===== src/hdl/sfl_pkg.sv =====
// Constants and types for the supply fault and current limit block
package sfl_pkg;
   // Clock and timing
   localparam int CLK_HZ          = 40_000_000;
   localparam int LINK_BAUD       = 9600;
   localparam int LINK_BIT_CYCLES = CLK_HZ / LINK_BAUD;
   localparam int SETTLE_NS       = 50_000;
   localparam int SETTLE_CYCLES   = (SETTLE_NS * (CLK_HZ / 1_000_000) + 999) / 1000;
   localparam int SETTLE_W        = $clog2(SETTLE_CYCLES + 1);
   localparam int BAUD_W          = 16;

   // Threshold code
   localparam int         THR_W     = 8;
   localparam logic [7:0] THR_RESET = 8'h40;

   // Register map (byte addresses)
   localparam int         ADDR_W     = 4;
   localparam logic [3:0] REG_STATUS = 4'h0;
   localparam logic [3:0] REG_THRESH = 4'h4;
   localparam logic [3:0] REG_LINK   = 4'h8;

   // Link message codes
   localparam logic [7:0] MSG_SET_THRESH = 8'h81;

   // Status byte bit positions
   localparam int ST_W       = 8;
   localparam int ST_BUCK_OC = 0;
   localparam int ST_OUT_LOW = 1;
   localparam int ST_BROWN   = 2;
   localparam int ST_UV      = 3;
   localparam int ST_WARN    = 4;
   localparam int ST_OT      = 5;
   localparam int ST_OV32    = 6;
   localparam int ST_CMP     = 7;

   // Synchronised detector vector positions
   localparam int AN_W       = 13;
   localparam int AN_BUCK_OC = 0;
   localparam int AN_LT90    = 1;
   localparam int AN_GE94    = 2;
   localparam int AN_LT80    = 3;
   localparam int AN_OVSTOP  = 4;
   localparam int AN_UVSTOP  = 5;
   localparam int AN_PUMP    = 6;
   localparam int AN_LT5V5   = 7;
   localparam int AN_GT32    = 8;
   localparam int AN_OTSHUT  = 9;
   localparam int AN_HYST    = 10;
   localparam int AN_WARN    = 11;
   localparam int AN_ISENSE  = 12;

   // Link receiver states
   typedef enum logic [1:0] {RX_IDLE, RX_START, RX_DATA, RX_STOP} sfl_rx_state_type;
endpackage : sfl_pkg


===== src/hdl/sfl_supervisor.sv =====
// Supply supervisor, fault latches, threshold code and status link
`timescale 1ns/1ps
// Operation
// Buck peak current over limit sets overcurrent status and sends a message.
// Buck overcurrent status clears itself when current falls below limit.
// Buck output under 90 percent sets output-low status and sends message.
// Output-low status clears only once output recovers to 94 percent.
// Buck output under 80 percent shuts the system down as brown-out.
// Supply above overvoltage stop level turns buck regulator off.
// Supply below undervoltage stop level turns buck regulator off.
// Charge pump on only while supply is below pump start level.
// Supply undervoltage stops motor drivers, keeps bias and link, reports status.
// Extreme supply overvoltage turns every function off.
// Overtemperature turns every function off.
// Overtemperature releases only when cooled and chip enable toggled.
// Warning message is sent before overtemperature shutdown is reached.
// Host sets 8-bit threshold code with a threshold-set message.
// Threshold code maps linearly to comparator reference from zero offset.
// Threshold code loads its default at power-up.
// Reference counts as settled only 50 us after a new code.
// Phase-one sense above reference raises the overcurrent flag.
// Comparator result is ORed with driver fault onto the flag output.
// Comparator trip never disables motor drivers; host acts on flag.
// Only one current limit comparator exists.
// Latched fault clears at chip enable rise if condition is gone.
// Open-drain flag pulled low during trip and during motor fault.
// Chip enable low stops bridge, sense amps, 12 V regulator only.
// Messages use half-duplex open-drain link, 8 data bits, no parity.
// Detector results pass two flip-flops before use.
// Every status change is queued and sent in order when link idle. The code drops a change while the QDEPTH-entry queue is full and sets q_drop.
module sfl_supervisor #(
   parameter int BIT_CYCLES = sfl_pkg::LINK_BIT_CYCLES,
   parameter int QDEPTH     = 4
) (
   input  wire logic                       clk,
   input  wire logic                       rst_b,
   input  wire logic [sfl_pkg::ADDR_W-1:0] avs_address,
   input  wire logic                       avs_read,
   input  wire logic                       avs_write,
   input  wire logic [31:0]                avs_writedata,
   output logic      [31:0]                avs_readdata,
   output logic                            avs_waitrequest,
   input  wire logic                       buck_oc_raw,
   input  wire logic                       buck_lt90_raw,
   input  wire logic                       buck_ge94_raw,
   input  wire logic                       buck_lt80_raw,
   input  wire logic                       vdd_gt_ovstop_raw,
   input  wire logic                       vdd_lt_uvstop_raw,
   input  wire logic                       vdd_lt_pump_raw,
   input  wire logic                       vdd_lt_5v5_raw,
   input  wire logic                       vdd_gt_32v_raw,
   input  wire logic                       temp_gt_shut_raw,
   input  wire logic                       temp_lt_hyst_raw,
   input  wire logic                       temp_warn_raw,
   input  wire logic                       isense1_gt_ref_raw,
   input  wire logic                       driver_fault,
   input  wire logic                       chip_enable,
   input  wire logic                       supervisor_link_pin_i,
   output logic                            supervisor_link_pin_o,
   output logic                            supervisor_link_pin_oe,
   output logic                            overcurrent_flag_out_o,
   output logic                            overcurrent_flag_out_oe,
   output logic      [sfl_pkg::THR_W-1:0]  threshold_code,
   output logic                            threshold_settled,
   output logic                            buck_enable,
   output logic                            pump_enable,
   output logic                            core_enable,
   output logic                            driver_enable,
   output logic                            sense_amp_enable,
   output logic                            ldo12_enable
);
   import sfl_pkg::*;

   localparam int QW = $clog2(QDEPTH);

   function automatic logic reg_hit(input logic [ADDR_W-1:0] a, input logic [ADDR_W-1:0] off);
      reg_hit = (a == off);
   endfunction : reg_hit

   logic [AN_W-1:0]   raw;
   logic [AN_W-1:0]   sy1;
   logic [AN_W-1:0]   sy2;
   logic              ce_q;
   logic              ce_rise;
   logic              out_low;
   logic              brown;
   logic              ot_latch;
   logic              sys_down;
   logic [ST_W-1:0]   status;
   logic [ST_W-1:0]   status_q;
   logic              wr_take;
   logic              thr_load_bus;
   logic              thr_load_link;
   logic              thr_load;
   logic [THR_W-1:0]  next_code;
   logic [SETTLE_W-1:0] settle_cnt;
   logic [31:0]       rd_mux;
   logic              q_push;
   logic              q_pop;
   logic              q_full;
   logic              q_empty;
   logic              q_drop;
   logic [ST_W-1:0]   q_mem [QDEPTH];
   logic [QW-1:0]     q_wp;
   logic [QW-1:0]     q_rp;
   logic [QW:0]       q_cnt;
   sfl_rx_state_type  rx_st;
   logic [BAUD_W-1:0] rx_cnt;
   logic [2:0]        rx_bits;
   logic [7:0]        rx_sh;
   logic              rx_done;
   logic              rx_armed;
   logic              tx_busy;
   logic [9:0]        tx_sh;
   logic [3:0]        tx_bits;
   logic [BAUD_W-1:0] tx_cnt;
   logic              tx_start;

   // Detector vector
   assign raw = {isense1_gt_ref_raw, temp_warn_raw, temp_lt_hyst_raw, temp_gt_shut_raw, vdd_gt_32v_raw,
                 vdd_lt_5v5_raw, vdd_lt_pump_raw, vdd_lt_uvstop_raw, vdd_gt_ovstop_raw, buck_lt80_raw,
                 buck_ge94_raw, buck_lt90_raw, buck_oc_raw};

   // Two-stage synchronisers
   genvar g;
   generate
      for (g = 0; g < AN_W; g++) begin : g_sync
         always_ff @(posedge clk) begin
            if (!rst_b) begin
               sy1[g] <= 1'b0;
               sy2[g] <= 1'b0;
            end else begin
               sy1[g] <= raw[g];
               sy2[g] <= sy1[g];
            end
         end
      end
   endgenerate

   // Fault release and shutdown decode
   assign ce_rise  = chip_enable & ~ce_q;
   assign sys_down = brown | ot_latch | sy2[AN_GT32];

   // Status byte
   assign status = {sy2[AN_ISENSE], sy2[AN_GT32], ot_latch, sy2[AN_WARN],
                    sy2[AN_LT5V5], brown, out_low, sy2[AN_BUCK_OC]};

   // Fault latches and hysteresis
   always_ff @(posedge clk) begin
      if (!rst_b) begin
         ce_q     <= 1'b0;
         out_low  <= 1'b0;
         brown    <= 1'b0;
         ot_latch <= 1'b0;
         status_q <= '0;
      end else begin
         ce_q     <= chip_enable;
         status_q <= status;
         if (sy2[AN_LT90])
            out_low <= 1'b1;
         else if (sy2[AN_GE94])
            out_low <= 1'b0;
         if (sy2[AN_LT80])
            brown <= 1'b1;
         else if (ce_rise)
            brown <= 1'b0;
         if (sy2[AN_OTSHUT])
            ot_latch <= 1'b1;
         else if (ce_rise && sy2[AN_HYST])
            ot_latch <= 1'b0;
      end
   end

   // Power and function enables
   always_ff @(posedge clk) begin
      if (!rst_b) begin
         buck_enable      <= 1'b0;
         pump_enable      <= 1'b0;
         core_enable      <= 1'b0;
         driver_enable    <= 1'b0;
         sense_amp_enable <= 1'b0;
         ldo12_enable     <= 1'b0;
      end else begin
         buck_enable      <= ~(sy2[AN_OVSTOP] | sy2[AN_UVSTOP] | sy2[AN_GT32] | ot_latch);
         pump_enable      <= sy2[AN_PUMP] & ~sys_down;
         core_enable      <= ~sys_down;
         driver_enable    <= chip_enable & ~sys_down & ~sy2[AN_LT5V5];
         sense_amp_enable <= chip_enable & ~sys_down;
         ldo12_enable     <= chip_enable & ~sys_down;
      end
   end

   // Open-drain overcurrent flag from the single comparator ORed with driver fault
   always_ff @(posedge clk) begin
      if (!rst_b) begin
         overcurrent_flag_out_o  <= 1'b0;
         overcurrent_flag_out_oe <= 1'b0;
      end else begin
         overcurrent_flag_out_o  <= 1'b0;
         overcurrent_flag_out_oe <= sy2[AN_ISENSE] | driver_fault;
      end
   end

   // Register bus decode
   assign wr_take      = avs_write & ~avs_waitrequest;
   assign thr_load_bus = wr_take & reg_hit(avs_address, REG_THRESH);
   assign thr_load     = thr_load_bus | thr_load_link;
   assign next_code    = thr_load_link ? rx_sh : avs_writedata[THR_W-1:0];
   assign rd_mux = reg_hit(avs_address, REG_STATUS) ? {24'h000000, status} :
                   reg_hit(avs_address, REG_THRESH) ? {23'h000000, threshold_settled, threshold_code} :
                   reg_hit(avs_address, REG_LINK)   ? {26'h0000000, q_drop, tx_busy, q_full, q_empty,
                                                        (rx_st != RX_IDLE), rx_armed} : 32'h00000000;

   // Bus slave, one wait cycle per access
   always_ff @(posedge clk) begin
      if (!rst_b) begin
         avs_waitrequest <= 1'b1;
         avs_readdata    <= 32'h00000000;
      end else if ((avs_read | avs_write) && avs_waitrequest) begin
         avs_waitrequest <= 1'b0;
         avs_readdata    <= rd_mux;
      end else begin
         avs_waitrequest <= 1'b1;
      end
   end

   // Threshold code and settle timer
   always_ff @(posedge clk) begin
      if (!rst_b) begin
         threshold_code    <= THR_RESET;
         settle_cnt        <= SETTLE_W'(SETTLE_CYCLES);
         threshold_settled <= 1'b0;
      end else if (thr_load) begin
         threshold_code    <= next_code;
         settle_cnt        <= SETTLE_W'(SETTLE_CYCLES);
         threshold_settled <= 1'b0;
      end else begin
         if (settle_cnt != '0)
            settle_cnt <= settle_cnt - 1'b1;
         threshold_settled <= (settle_cnt == '0);
      end
   end

   // Status message queue
   assign q_full  = (q_cnt == (QW+1)'(QDEPTH));
   assign q_empty = (q_cnt == '0);
   assign q_push  = (status != status_q);
   assign q_pop   = tx_start;

   always_ff @(posedge clk) begin
      if (!rst_b) begin
         q_wp   <= '0;
         q_rp   <= '0;
         q_cnt  <= '0;
         q_drop <= 1'b0;
      end else begin
         if (q_push && !q_full) begin
            q_mem[q_wp] <= status;
            q_wp        <= (q_wp == QW'(QDEPTH-1)) ? '0 : q_wp + 1'b1;
         end
         if (q_push && q_full)
            q_drop <= 1'b1;
         if (q_pop)
            q_rp <= (q_rp == QW'(QDEPTH-1)) ? '0 : q_rp + 1'b1;
         q_cnt <= q_cnt + (QW+1)'(q_push && !q_full) - (QW+1)'(q_pop);
      end
   end

   // Link receiver, 8 data bits, no parity
   always_ff @(posedge clk) begin
      if (!rst_b) begin
         rx_st   <= RX_IDLE;
         rx_cnt  <= '0;
         rx_bits <= 3'h0;
         rx_sh   <= 8'h00;
         rx_done <= 1'b0;
      end else begin
         rx_done <= 1'b0;
         case (rx_st)
            RX_IDLE: begin
               if (!supervisor_link_pin_i && !tx_busy) begin
                  rx_st  <= RX_START;
                  rx_cnt <= BAUD_W'(BIT_CYCLES / 2);
               end
            end
            RX_START: begin
               if (rx_cnt != '0)
                  rx_cnt <= rx_cnt - 1'b1;
               else if (!supervisor_link_pin_i) begin
                  rx_st   <= RX_DATA;
                  rx_cnt  <= BAUD_W'(BIT_CYCLES - 1);
                  rx_bits <= 3'h0;
               end else
                  rx_st <= RX_IDLE;
            end
            RX_DATA: begin
               if (rx_cnt != '0)
                  rx_cnt <= rx_cnt - 1'b1;
               else begin
                  rx_sh   <= {supervisor_link_pin_i, rx_sh[7:1]};
                  rx_cnt  <= BAUD_W'(BIT_CYCLES - 1);
                  rx_bits <= rx_bits + 1'b1;
                  if (rx_bits == 3'h7)
                     rx_st <= RX_STOP;
               end
            end
            RX_STOP: begin
               if (rx_cnt != '0)
                  rx_cnt <= rx_cnt - 1'b1;
               else begin
                  rx_st   <= RX_IDLE;
                  rx_done <= supervisor_link_pin_i;
               end
            end
            default: rx_st <= RX_IDLE;
         endcase
      end
   end

   // Threshold-set message: command byte then code byte
   assign thr_load_link = rx_done & rx_armed;
   always_ff @(posedge clk) begin
      if (!rst_b)
         rx_armed <= 1'b0;
      else if (rx_done)
         rx_armed <= ~rx_armed & (rx_sh == MSG_SET_THRESH);
   end

   // Link transmitter, only while the line is idle
   assign tx_start = ~tx_busy & ~q_empty & (rx_st == RX_IDLE) & supervisor_link_pin_i;
   always_ff @(posedge clk) begin
      if (!rst_b) begin
         tx_busy                <= 1'b0;
         tx_sh                  <= 10'h3ff;
         tx_bits                <= 4'h0;
         tx_cnt                 <= '0;
         supervisor_link_pin_o  <= 1'b0;
         supervisor_link_pin_oe <= 1'b0;
      end else begin
         supervisor_link_pin_o <= 1'b0;
         if (tx_start) begin
            tx_busy                <= 1'b1;
            tx_sh                  <= {1'b1, q_mem[q_rp], 1'b0};
            tx_bits                <= 4'h0;
            tx_cnt                 <= BAUD_W'(BIT_CYCLES - 1);
            supervisor_link_pin_oe <= 1'b1;
         end else if (tx_busy) begin
            if (tx_cnt != '0)
               tx_cnt <= tx_cnt - 1'b1;
            else if (tx_bits == 4'h9) begin
               tx_busy                <= 1'b0;
               supervisor_link_pin_oe <= 1'b0;
            end else begin
               tx_sh                  <= {1'b1, tx_sh[9:1]};
               tx_bits                <= tx_bits + 1'b1;
               tx_cnt                 <= BAUD_W'(BIT_CYCLES - 1);
               supervisor_link_pin_oe <= ~tx_sh[1];
            end
         end
      end
   end
endmodule : sfl_supervisor


===== config.mk =====
export PLATFORM = sky130hd
export DESIGN_NAME = sfl_supervisor
export DESIGN_NICKNAME = d
export VERILOG_FILES = /design/src/hdl/sfl_pkg.sv /design/src/hdl/sfl_supervisor.sv
export SDC_FILE = /design/constraint.sdc
export NUM_CORES = 1
export LEC_CHECK = 0
export BUFFER_PORTS_ARGS = -buffer_cell sky130_fd_sc_hd__buf_2
export CAP_MARGIN = 20
export CORE_MARGIN = 3
export CORE_UTILIZATION = 62
export CTS_CLUSTER_SIZE = 40
export DETAILED_ROUTE_END_ITERATION = 10
export PLACE_DENSITY = 0.83
export SLEW_MARGIN = 20
export SYNTH_ARGS = -nofsm -noshare
export SYNTH_HDL_FRONTEND = slang
export SYNTH_SLANG_ARGS = --single-unit

===== constraint.sdc =====
create_clock -name clk -period 5.9 [get_ports clk]
set_input_delay 0.295 -clock clk [delete_from_list [all_inputs] [get_ports clk]]
set_output_delay 0.295 -clock clk [all_outputs]
set_load 0.05 [all_outputs]

==> results of run 1 <==
## cell families after synthesis
family / share of synthesized area [%]
compound gates: 11.4
xor+xnor: 3.97
fa+ha+maj: 3.66
buf+inv: 6.05
flops: 50.0
mux: 3.79
other cells: 0.0486
simple gates: 21.0
## layer usage
layer	global-route usage [%]	share of wire (%)	up-vias
met1	27.7	41	2754
met2	40.7	51	223
met4	10.8	2.5	0
li1	-	-	2826
met3	5.91	5.9	34
met5	0	0	-
## layout make-up
type	instances	area share (%)
flip-flops and latches	177	45.2
multi-input cells	544	40.7
clock buffers	19	5.19
repair buffers	60	3.57
well taps	168	2.46
clock inverters	13	1.67
inverters	28	1.23
## power by group
| group | internal (W) | total (W) | leakage [nW] | switching, W |
|---|---|---|---|---|
| Sequential | 0.00141 | 0.00157 | 1.49 | 0.000161 |
| Clock | 0.000608 | 0.00111 | 0.277 | 0.000502 |
| Combinational | 0.000453 | 0.00126 | 1.60 | 0.000804 |
| Total | 0.00247 | 0.00394 | 3.36 | 0.00147 |
## synth_stat cells (all sizes together), types with 5 or more instances
master | number | area share (%)
or2 | 5 | 0.41
nor2 | 93 | 4.5
o21ai | 22 | 1.6
dfxtp | 145 | 38
or3 | 19 | 1.5
nand4 | 11 | 0.97
nor3 | 14 | 1.1
xor2 | 27 | 3.1
nand3 | 23 | 1.5
buf | 36 | 3.4
ha | 21 | 3.4
mux4 | 8 | 2.3
a31oi | 6 | 0.49
or4 | 9 | 0.92
edfxtp | 32 | 12
clkbuf | 26 | 1.3
inv | 28 | 1.4
a21oi | 53 | 3.4
mux2i | 9 | 1.2
nor4 | 15 | 1.4
nand2 | 49 | 2.4
xnor2 | 8 | 0.91
and2 | 42 | 3.4
a311oi | 10 | 1.1
o221ai | 6 | 0.68
and3 | 5 | 0.41
## metrics by stage
| step | power [W] | cell area, sq um |
|---|---|---|
| after floorplan | 0.00258 | 7810 |
| after global placement | 0.00274 | 7960 |
| after detailed placement | 0.00281 | 7960 |
| after CTS | 0.00393 | 8550 |
| after global routing | 0.00415 | 8560 |
| final | 0.00394 | 8560 |
## registers in the layout (all words and copies together) (netlist names), 3 cells and up, named ones only
name / cells
avs_readdata: 9
q_cnt: 3
q_mem: 32
rx_bits: 3
rx_cnt: 16
rx_sh: 8
settle_cnt: 11
status: 5
status_q: 8
sy1: 13
sy2: 8
threshold_code: 8
tx_bits: 4
tx_cnt: 16
tx_sh: 8
## worst paths after layout
check	cells after the start	end	from
setup / recovery	5	rx_cnt[15]$_SDFFE_PN0P_	rx_cnt[2]$_SDFFE_PN0P_
hold / removal	2	sy1[12]$_SDFF_PN0_	isense1_gt_ref_raw
setup reg to reg	5	rx_cnt[15]$_SDFFE_PN0P_	rx_cnt[2]$_SDFFE_PN0P_
hold reg to reg	1	buck_enable$_SDFF_PN0_	sy2[5]$_SDFF_PN0_
==> reports/qor.txt, run 1 <==
max-slew violation count: 0
Netlist Area Pre-Place: 0.00772 sq mm
Max Cap Viol: 0
CP Cell Sequence: nor4_2 -> nand4_1 -> o21ai_1 -> o31ai_2 -> a21oi_1
Die Y: 118 um
post-DP HPWL: 11.0 mm
Main synth FF type: dfxtp_1
# hold bufs at CTS: 0
worst-path cell with the longest stage delay: o21ai_1
endpoints failing setup: 0
most frequent cells in the layout: dfxtp_1 (145), nor2_1 (93), buf_2 (58)
Cells after Synth: 787
RSZ-0062 raised after global routing: false
Num CTS Buffers: 17
Final Hold Fails: 0
CTS root buf: clkbuf_16
Initial Utilization: 63.7%
Post-route DRC: 0
first-pass GRT wire length: 26.4 mm
Post-synth EDFFs: 32
critical path buffer and inverter count: 0
Leak: 3.36 nW
drt first pass iters: 6
delay-heaviest family, CP: compound AO/OA/AOI/OAI gates
Peak VDD IR: 0.000326 V
die area: 0.0138 sq mm
# rows: 40
pwr/cell area: 460 mW/mm^2
initial drt markers: 511
initial antenna violation count: 0
Setup Crit Path Kind: reg -> reg
slew margin rel.: 33.6%
Fill cells: 894
worst-path maximum fanout: 15
GR Overflow Total: 0
Seq cells post-synth: 177
Die X: 118 um
final core utilization: 70.7%
synth-to-layout area growth: 10.8%
critical path data required time: 6.27 ns
Via Count: 5837
worst slack at placement: 2.80 ns
Worst-Margin Slew: 0.989 ns
Clock Sinks: 177
RD Place Congestion: 0.873
clk slew on worst S/H paths: 0.07 ns
final cell count without fillers: 1009
Multi-input gate area: 0.00349 sq mm
syn avg cell area: 9.81 sq um
vias per cell: 5.78
post-CTS setup buffers: 0
Placeable Area: 0.0121 sq mm
skew final: 0.0114 ns
overall routing resource usage: 23.6%
TritonCTS clock tree: done
Arr. time, crit path: 3.60 ns
register area: 0.00386 sq mm
Port-buffer cells: 58
commonest non-fill, non-tap cell in the layout: dfxtp_1
CTS max path bufs: 2
register-to-register setup slack: 2.67 ns
largest net degree at the start of global routing: 68
Layout Nets: 906
CP Launch Type: flop
Antenna Cells: 0
Synth warnings: 0
I/O pin count: 108
crit share post-route: 54.7%
Cell variety after synth: 72
outcome: finished, final reports clean
Hold Slack: 0.0539 ns
vias in the first global route: 5612
Setup crit end kind: flop
FFs w/ async S/R, synth: 0%
Final WS setup: 2.67 ns
highest clock rate: 0.310 GHz
crit-path max cell delay: 1.00 ns
Hold Path Class: in -> reg
layout cells sized above 1: 14.1%
placed cell count: 977
Fin Setup TNS: 0 ns
clk_lat worst skew: 0.44 ns
sequential-to-total area share from yosys stat: 50.0%
routed len/inst: 16.0 um
H-Tree Depth: 4
final WL: 16.1 mm
Routed Antenna Nets: 0
Final min period: 3.23 ns
post-CTS sizing: 0
No activity file was read; power rests on OpenSTA's default activity.
==> inputs of run 2 (changes only) <==
--- a/config.mk
+++ b/config.mk
@@ -5,13 +5,14 @@
 export SDC_FILE = /design/constraint.sdc
 export NUM_CORES = 1
 export LEC_CHECK = 0
+export ABC_AREA = 1
 export BUFFER_PORTS_ARGS = -buffer_cell sky130_fd_sc_hd__buf_2
 export CAP_MARGIN = 20
 export CORE_MARGIN = 3
-export CORE_UTILIZATION = 62
+export CORE_UTILIZATION = 58
 export CTS_CLUSTER_SIZE = 40
 export DETAILED_ROUTE_END_ITERATION = 10
-export PLACE_DENSITY = 0.83
+export PLACE_DENSITY = 0.78
 export SLEW_MARGIN = 20
 export SYNTH_ARGS = -nofsm -noshare
 export SYNTH_HDL_FRONTEND = slang
==> constraint.sdc (replaced) <==
create_clock -name clk -period 3.1 [get_ports clk]
set_input_delay 0.155 -clock clk [delete_from_list [all_inputs] [get_ports clk]]
set_output_delay 0.155 -clock clk [all_outputs]
set_load 0.05 [all_outputs]
==> run 2 against run 1 <==
Global-route usage rose by 0.093 points; via count is 13% higher; flip-flop and latch count is the same; clock power up 95%; first-iteration DRC count increased by 7.8%; critical path type unchanged; largest cell class unchanged.
==> reports/qor.txt, run 2 <==
outcome: finished, final reports clean
Leak: 4.40 nW
M2 GR Usage: 39.4%
max-slew violation count: 0
Synth warnings: 0
skew final: 0.00897 ns
Synth area leaders: dfxtp_1 (36%), nand2_1 (12%), edfxtp_1 (12%), inv_1 (5.5%), nor2_1 (5.1%)
Final min period: 2.50 ns
Peak VDD IR: 0.000490 V
final cell count without fillers: 1295
overall routing resource usage: 23.7%
FFs w/ async S/R, synth: 0%
Fin Setup TNS: 0 ns
CP Launch Type: flop
leading post-synthesis cells by instance count: nand2_1 (259), dfxtp_1 (145), inv_1 (117)
Yosys top cell area share: 36.1%
Hold Crit Start: supervisor_link_pin_i
endpoints failing setup: 0
sw power: 0.00359 W
Layout Nets: 1183
Worst R2R End: q_cnt[2]$_SDFF_PN0_
H-Tree Depth: 4
met1 usage in global routing: 31.5%
vias per cell: 5.11
Seq cells post-synth: 177
highest clock rate: 0.400 GHz
Port-buffer cells: 58
commonest non-fill, non-tap cell in the layout: nand2_1
register area: 0.00386 sq mm
layout cells sized above 1: 12.8%
RSZ-0062 raised after global routing: false
Max Cap Viol: 0
clock power share: 25.4%
leading area contributor after synthesis: dfxtp_1
Num CTS Buffers: 17
initial drt markers: 551
Main synth FF type: dfxtp_1
clk slew on worst S/H paths: 0.07 ns
most frequent cells in the layout: nand2_1 (259), dfxtp_1 (145), inv_1 (117)
Routed Antenna Nets: 0
sequential-to-total area share from yosys stat: 48.1%
placed cell count: 1241
worst-path maximum fanout: 18
Cell variety after synth: 50
total power: 0.00849 W
most common cell in the netlist: nand2_1
Die Y: 124 um
hold depth: 3
TritonCTS clock tree: done
worst r2r path cells: 13
clk_lat worst skew: 0.43 ns
Die X: 124 um
Clock Sinks: 177
post-CTS setup buffers: 0
Pint: 0.00491 W
Hold Slack: 0.0581 ns
CTS max path bufs: 2
initial antenna violation count: 0
drt first pass iters: 5
Most flops, register: q_mem
Multi-input gate area: 0.00346 sq mm
# rows: 42
crit share post-route: 80.6%
Post-route DRC: 0
sequential share of power: 35.5%
Initial Utilization: 59.9%
top flop regs: q_mem x32, rx_cnt x16, tx_cnt x16
critical path data required time: 3.46 ns
die area: 0.0153 sq mm
GR Overflow Total: 0
worst hold path endpoint: rx_done$_SDFF_PP0_
Netlist Area Pre-Place: 0.00803 sq mm
routed len/inst: 13.3 um
sw frac: 42.2%
Via Count: 6612
first-pass GRT wire length: 28.6 mm
vias in the first global route: 6107
Setup crit end kind: flop
Comb pwr share: 39.1%
Setup Crit Path Kind: reg -> reg
synth-to-layout area growth: 14.2%
final core utilization: 68.4%
Fill cells: 1100
max reg flops: 32
routing usage on met3: 4.72%
final WL: 17.2 mm
Arr. time, crit path: 2.86 ns
Cells after Synth: 1028
gr busiest metal: met2
Worst-Margin Slew: 0.816 ns
Final Hold Fails: 0
Placeable Area: 0.0134 sq mm
Hold Path Class: in -> reg
syn avg cell area: 7.81 sq um
pwr/cell area: 926 mW/mm^2
RD Place Congestion: 0.890
CTS root buf: clkbuf_16
I/O pin count: 108
# hold bufs at CTS: 21
register-to-register setup slack: 0.60 ns
post-DP HPWL: 11.5 mm
slew margin rel.: 45.4%
largest net degree at the start of global routing: 49
Post-synth EDFFs: 32
FF-to-FF Start: rx_st[0]$_SDFFE_PN0P_
post-CTS sizing: 0
run 2: cell types whose count changed after synthesis, moves of 20 or more:
| cell | change |
|---|---|
| and2_1 | -42 |
| inv_1 | +89 |
| nand2_1 | +211 |
| xor2_1 | -20 |
| o21ai_0 | +24 |
| nand3_1 | +49 |
run 2: cell type report:
cell class	instances	share of cell area, %
clock buffers	17	4.64
inverters	127	5.25
clock inverters	15	1.90
repair buffers	84	5.87
flip-flops and latches	177	42.1
well taps	176	2.40
diodes	1	0.0273
multi-input cells	698	37.8
run 2: metrics by stage:
step	setup slack (ns)	area (sq um)
global route	0.368	9170
finish	0.600	9170
detailed placement	0.643	8360
floorplan	0.802	8120
global placement	0.710	8360
CTS	0.612	9170
run 2: cell families (layout without fill, tap and decap cells):
kind of cell    Yosys count  in the layout  synth area share [%]
flops                   177            177                  48.1
other cells               1             26                0.0467
compound gates          128            128                  8.91
buf+inv                 177            243                  9.88
fa+ha+maj                22             22                  3.52
simple gates            505            505                  27.6
xor+xnor                 18             18                  1.96
run 2: worst max path at each step:
stage / from / end / cells after the start
final: rx_st[0]$_SDFFE_PN0P_ / q_cnt[2]$_SDFF_PN0_ / 13
after global routing: rx_st[0]$_SDFFE_PN0P_ / q_cnt[2]$_SDFF_PN0_ / 13
after CTS: rx_st[0]$_SDFFE_PN0P_ / q_cnt[2]$_SDFF_PN0_ / 13
after detailed placement: rx_st[0]$_SDFFE_PN0P_ / q_cnt[2]$_SDFF_PN0_ / 13
after global placement: rx_st[0]$_SDFFE_PN0P_ / q_cnt[2]$_SDFF_PN0_ / 13
after floorplan: rx_st[0]$_SDFFE_PN0P_ / q_cnt[2]$_SDFF_PN0_ / 14
run 2: routing by layer:
metal  vias up  share of wire, %
li1       3386                 -
met1      3016                45
met2       191                49
met3        19               5.4
met4         0               1.1
met5         -                 0
run 2: power by group through the flow:
stage,combinational [W],clock [W],sequential [W]
floorplan,0.00266,0,0.00302
global placement,0.00317,0,0.00304
detailed placement,0.00325,0,0.00305
CTS,0.00331,0.00218,0.00301
global route,0.00379,0.00228,0.00306
finish,0.00332,0.00216,0.00301
run 2: worst max-delay path: stages, from the launching register on:
cell,delay (ns)
dfxtp_1,0.43
inv_1,0.12
ha_1,0.24
inv_1,0.09
nor3_2,0.04
nand2_2,0.16
inv_2,0.18
ha_1,0.32
inv_1,0.04
ha_1,0.18
fa_1,0.35
inv_1,0.08
o21ai_0,0.09
a21oi_1,0.13
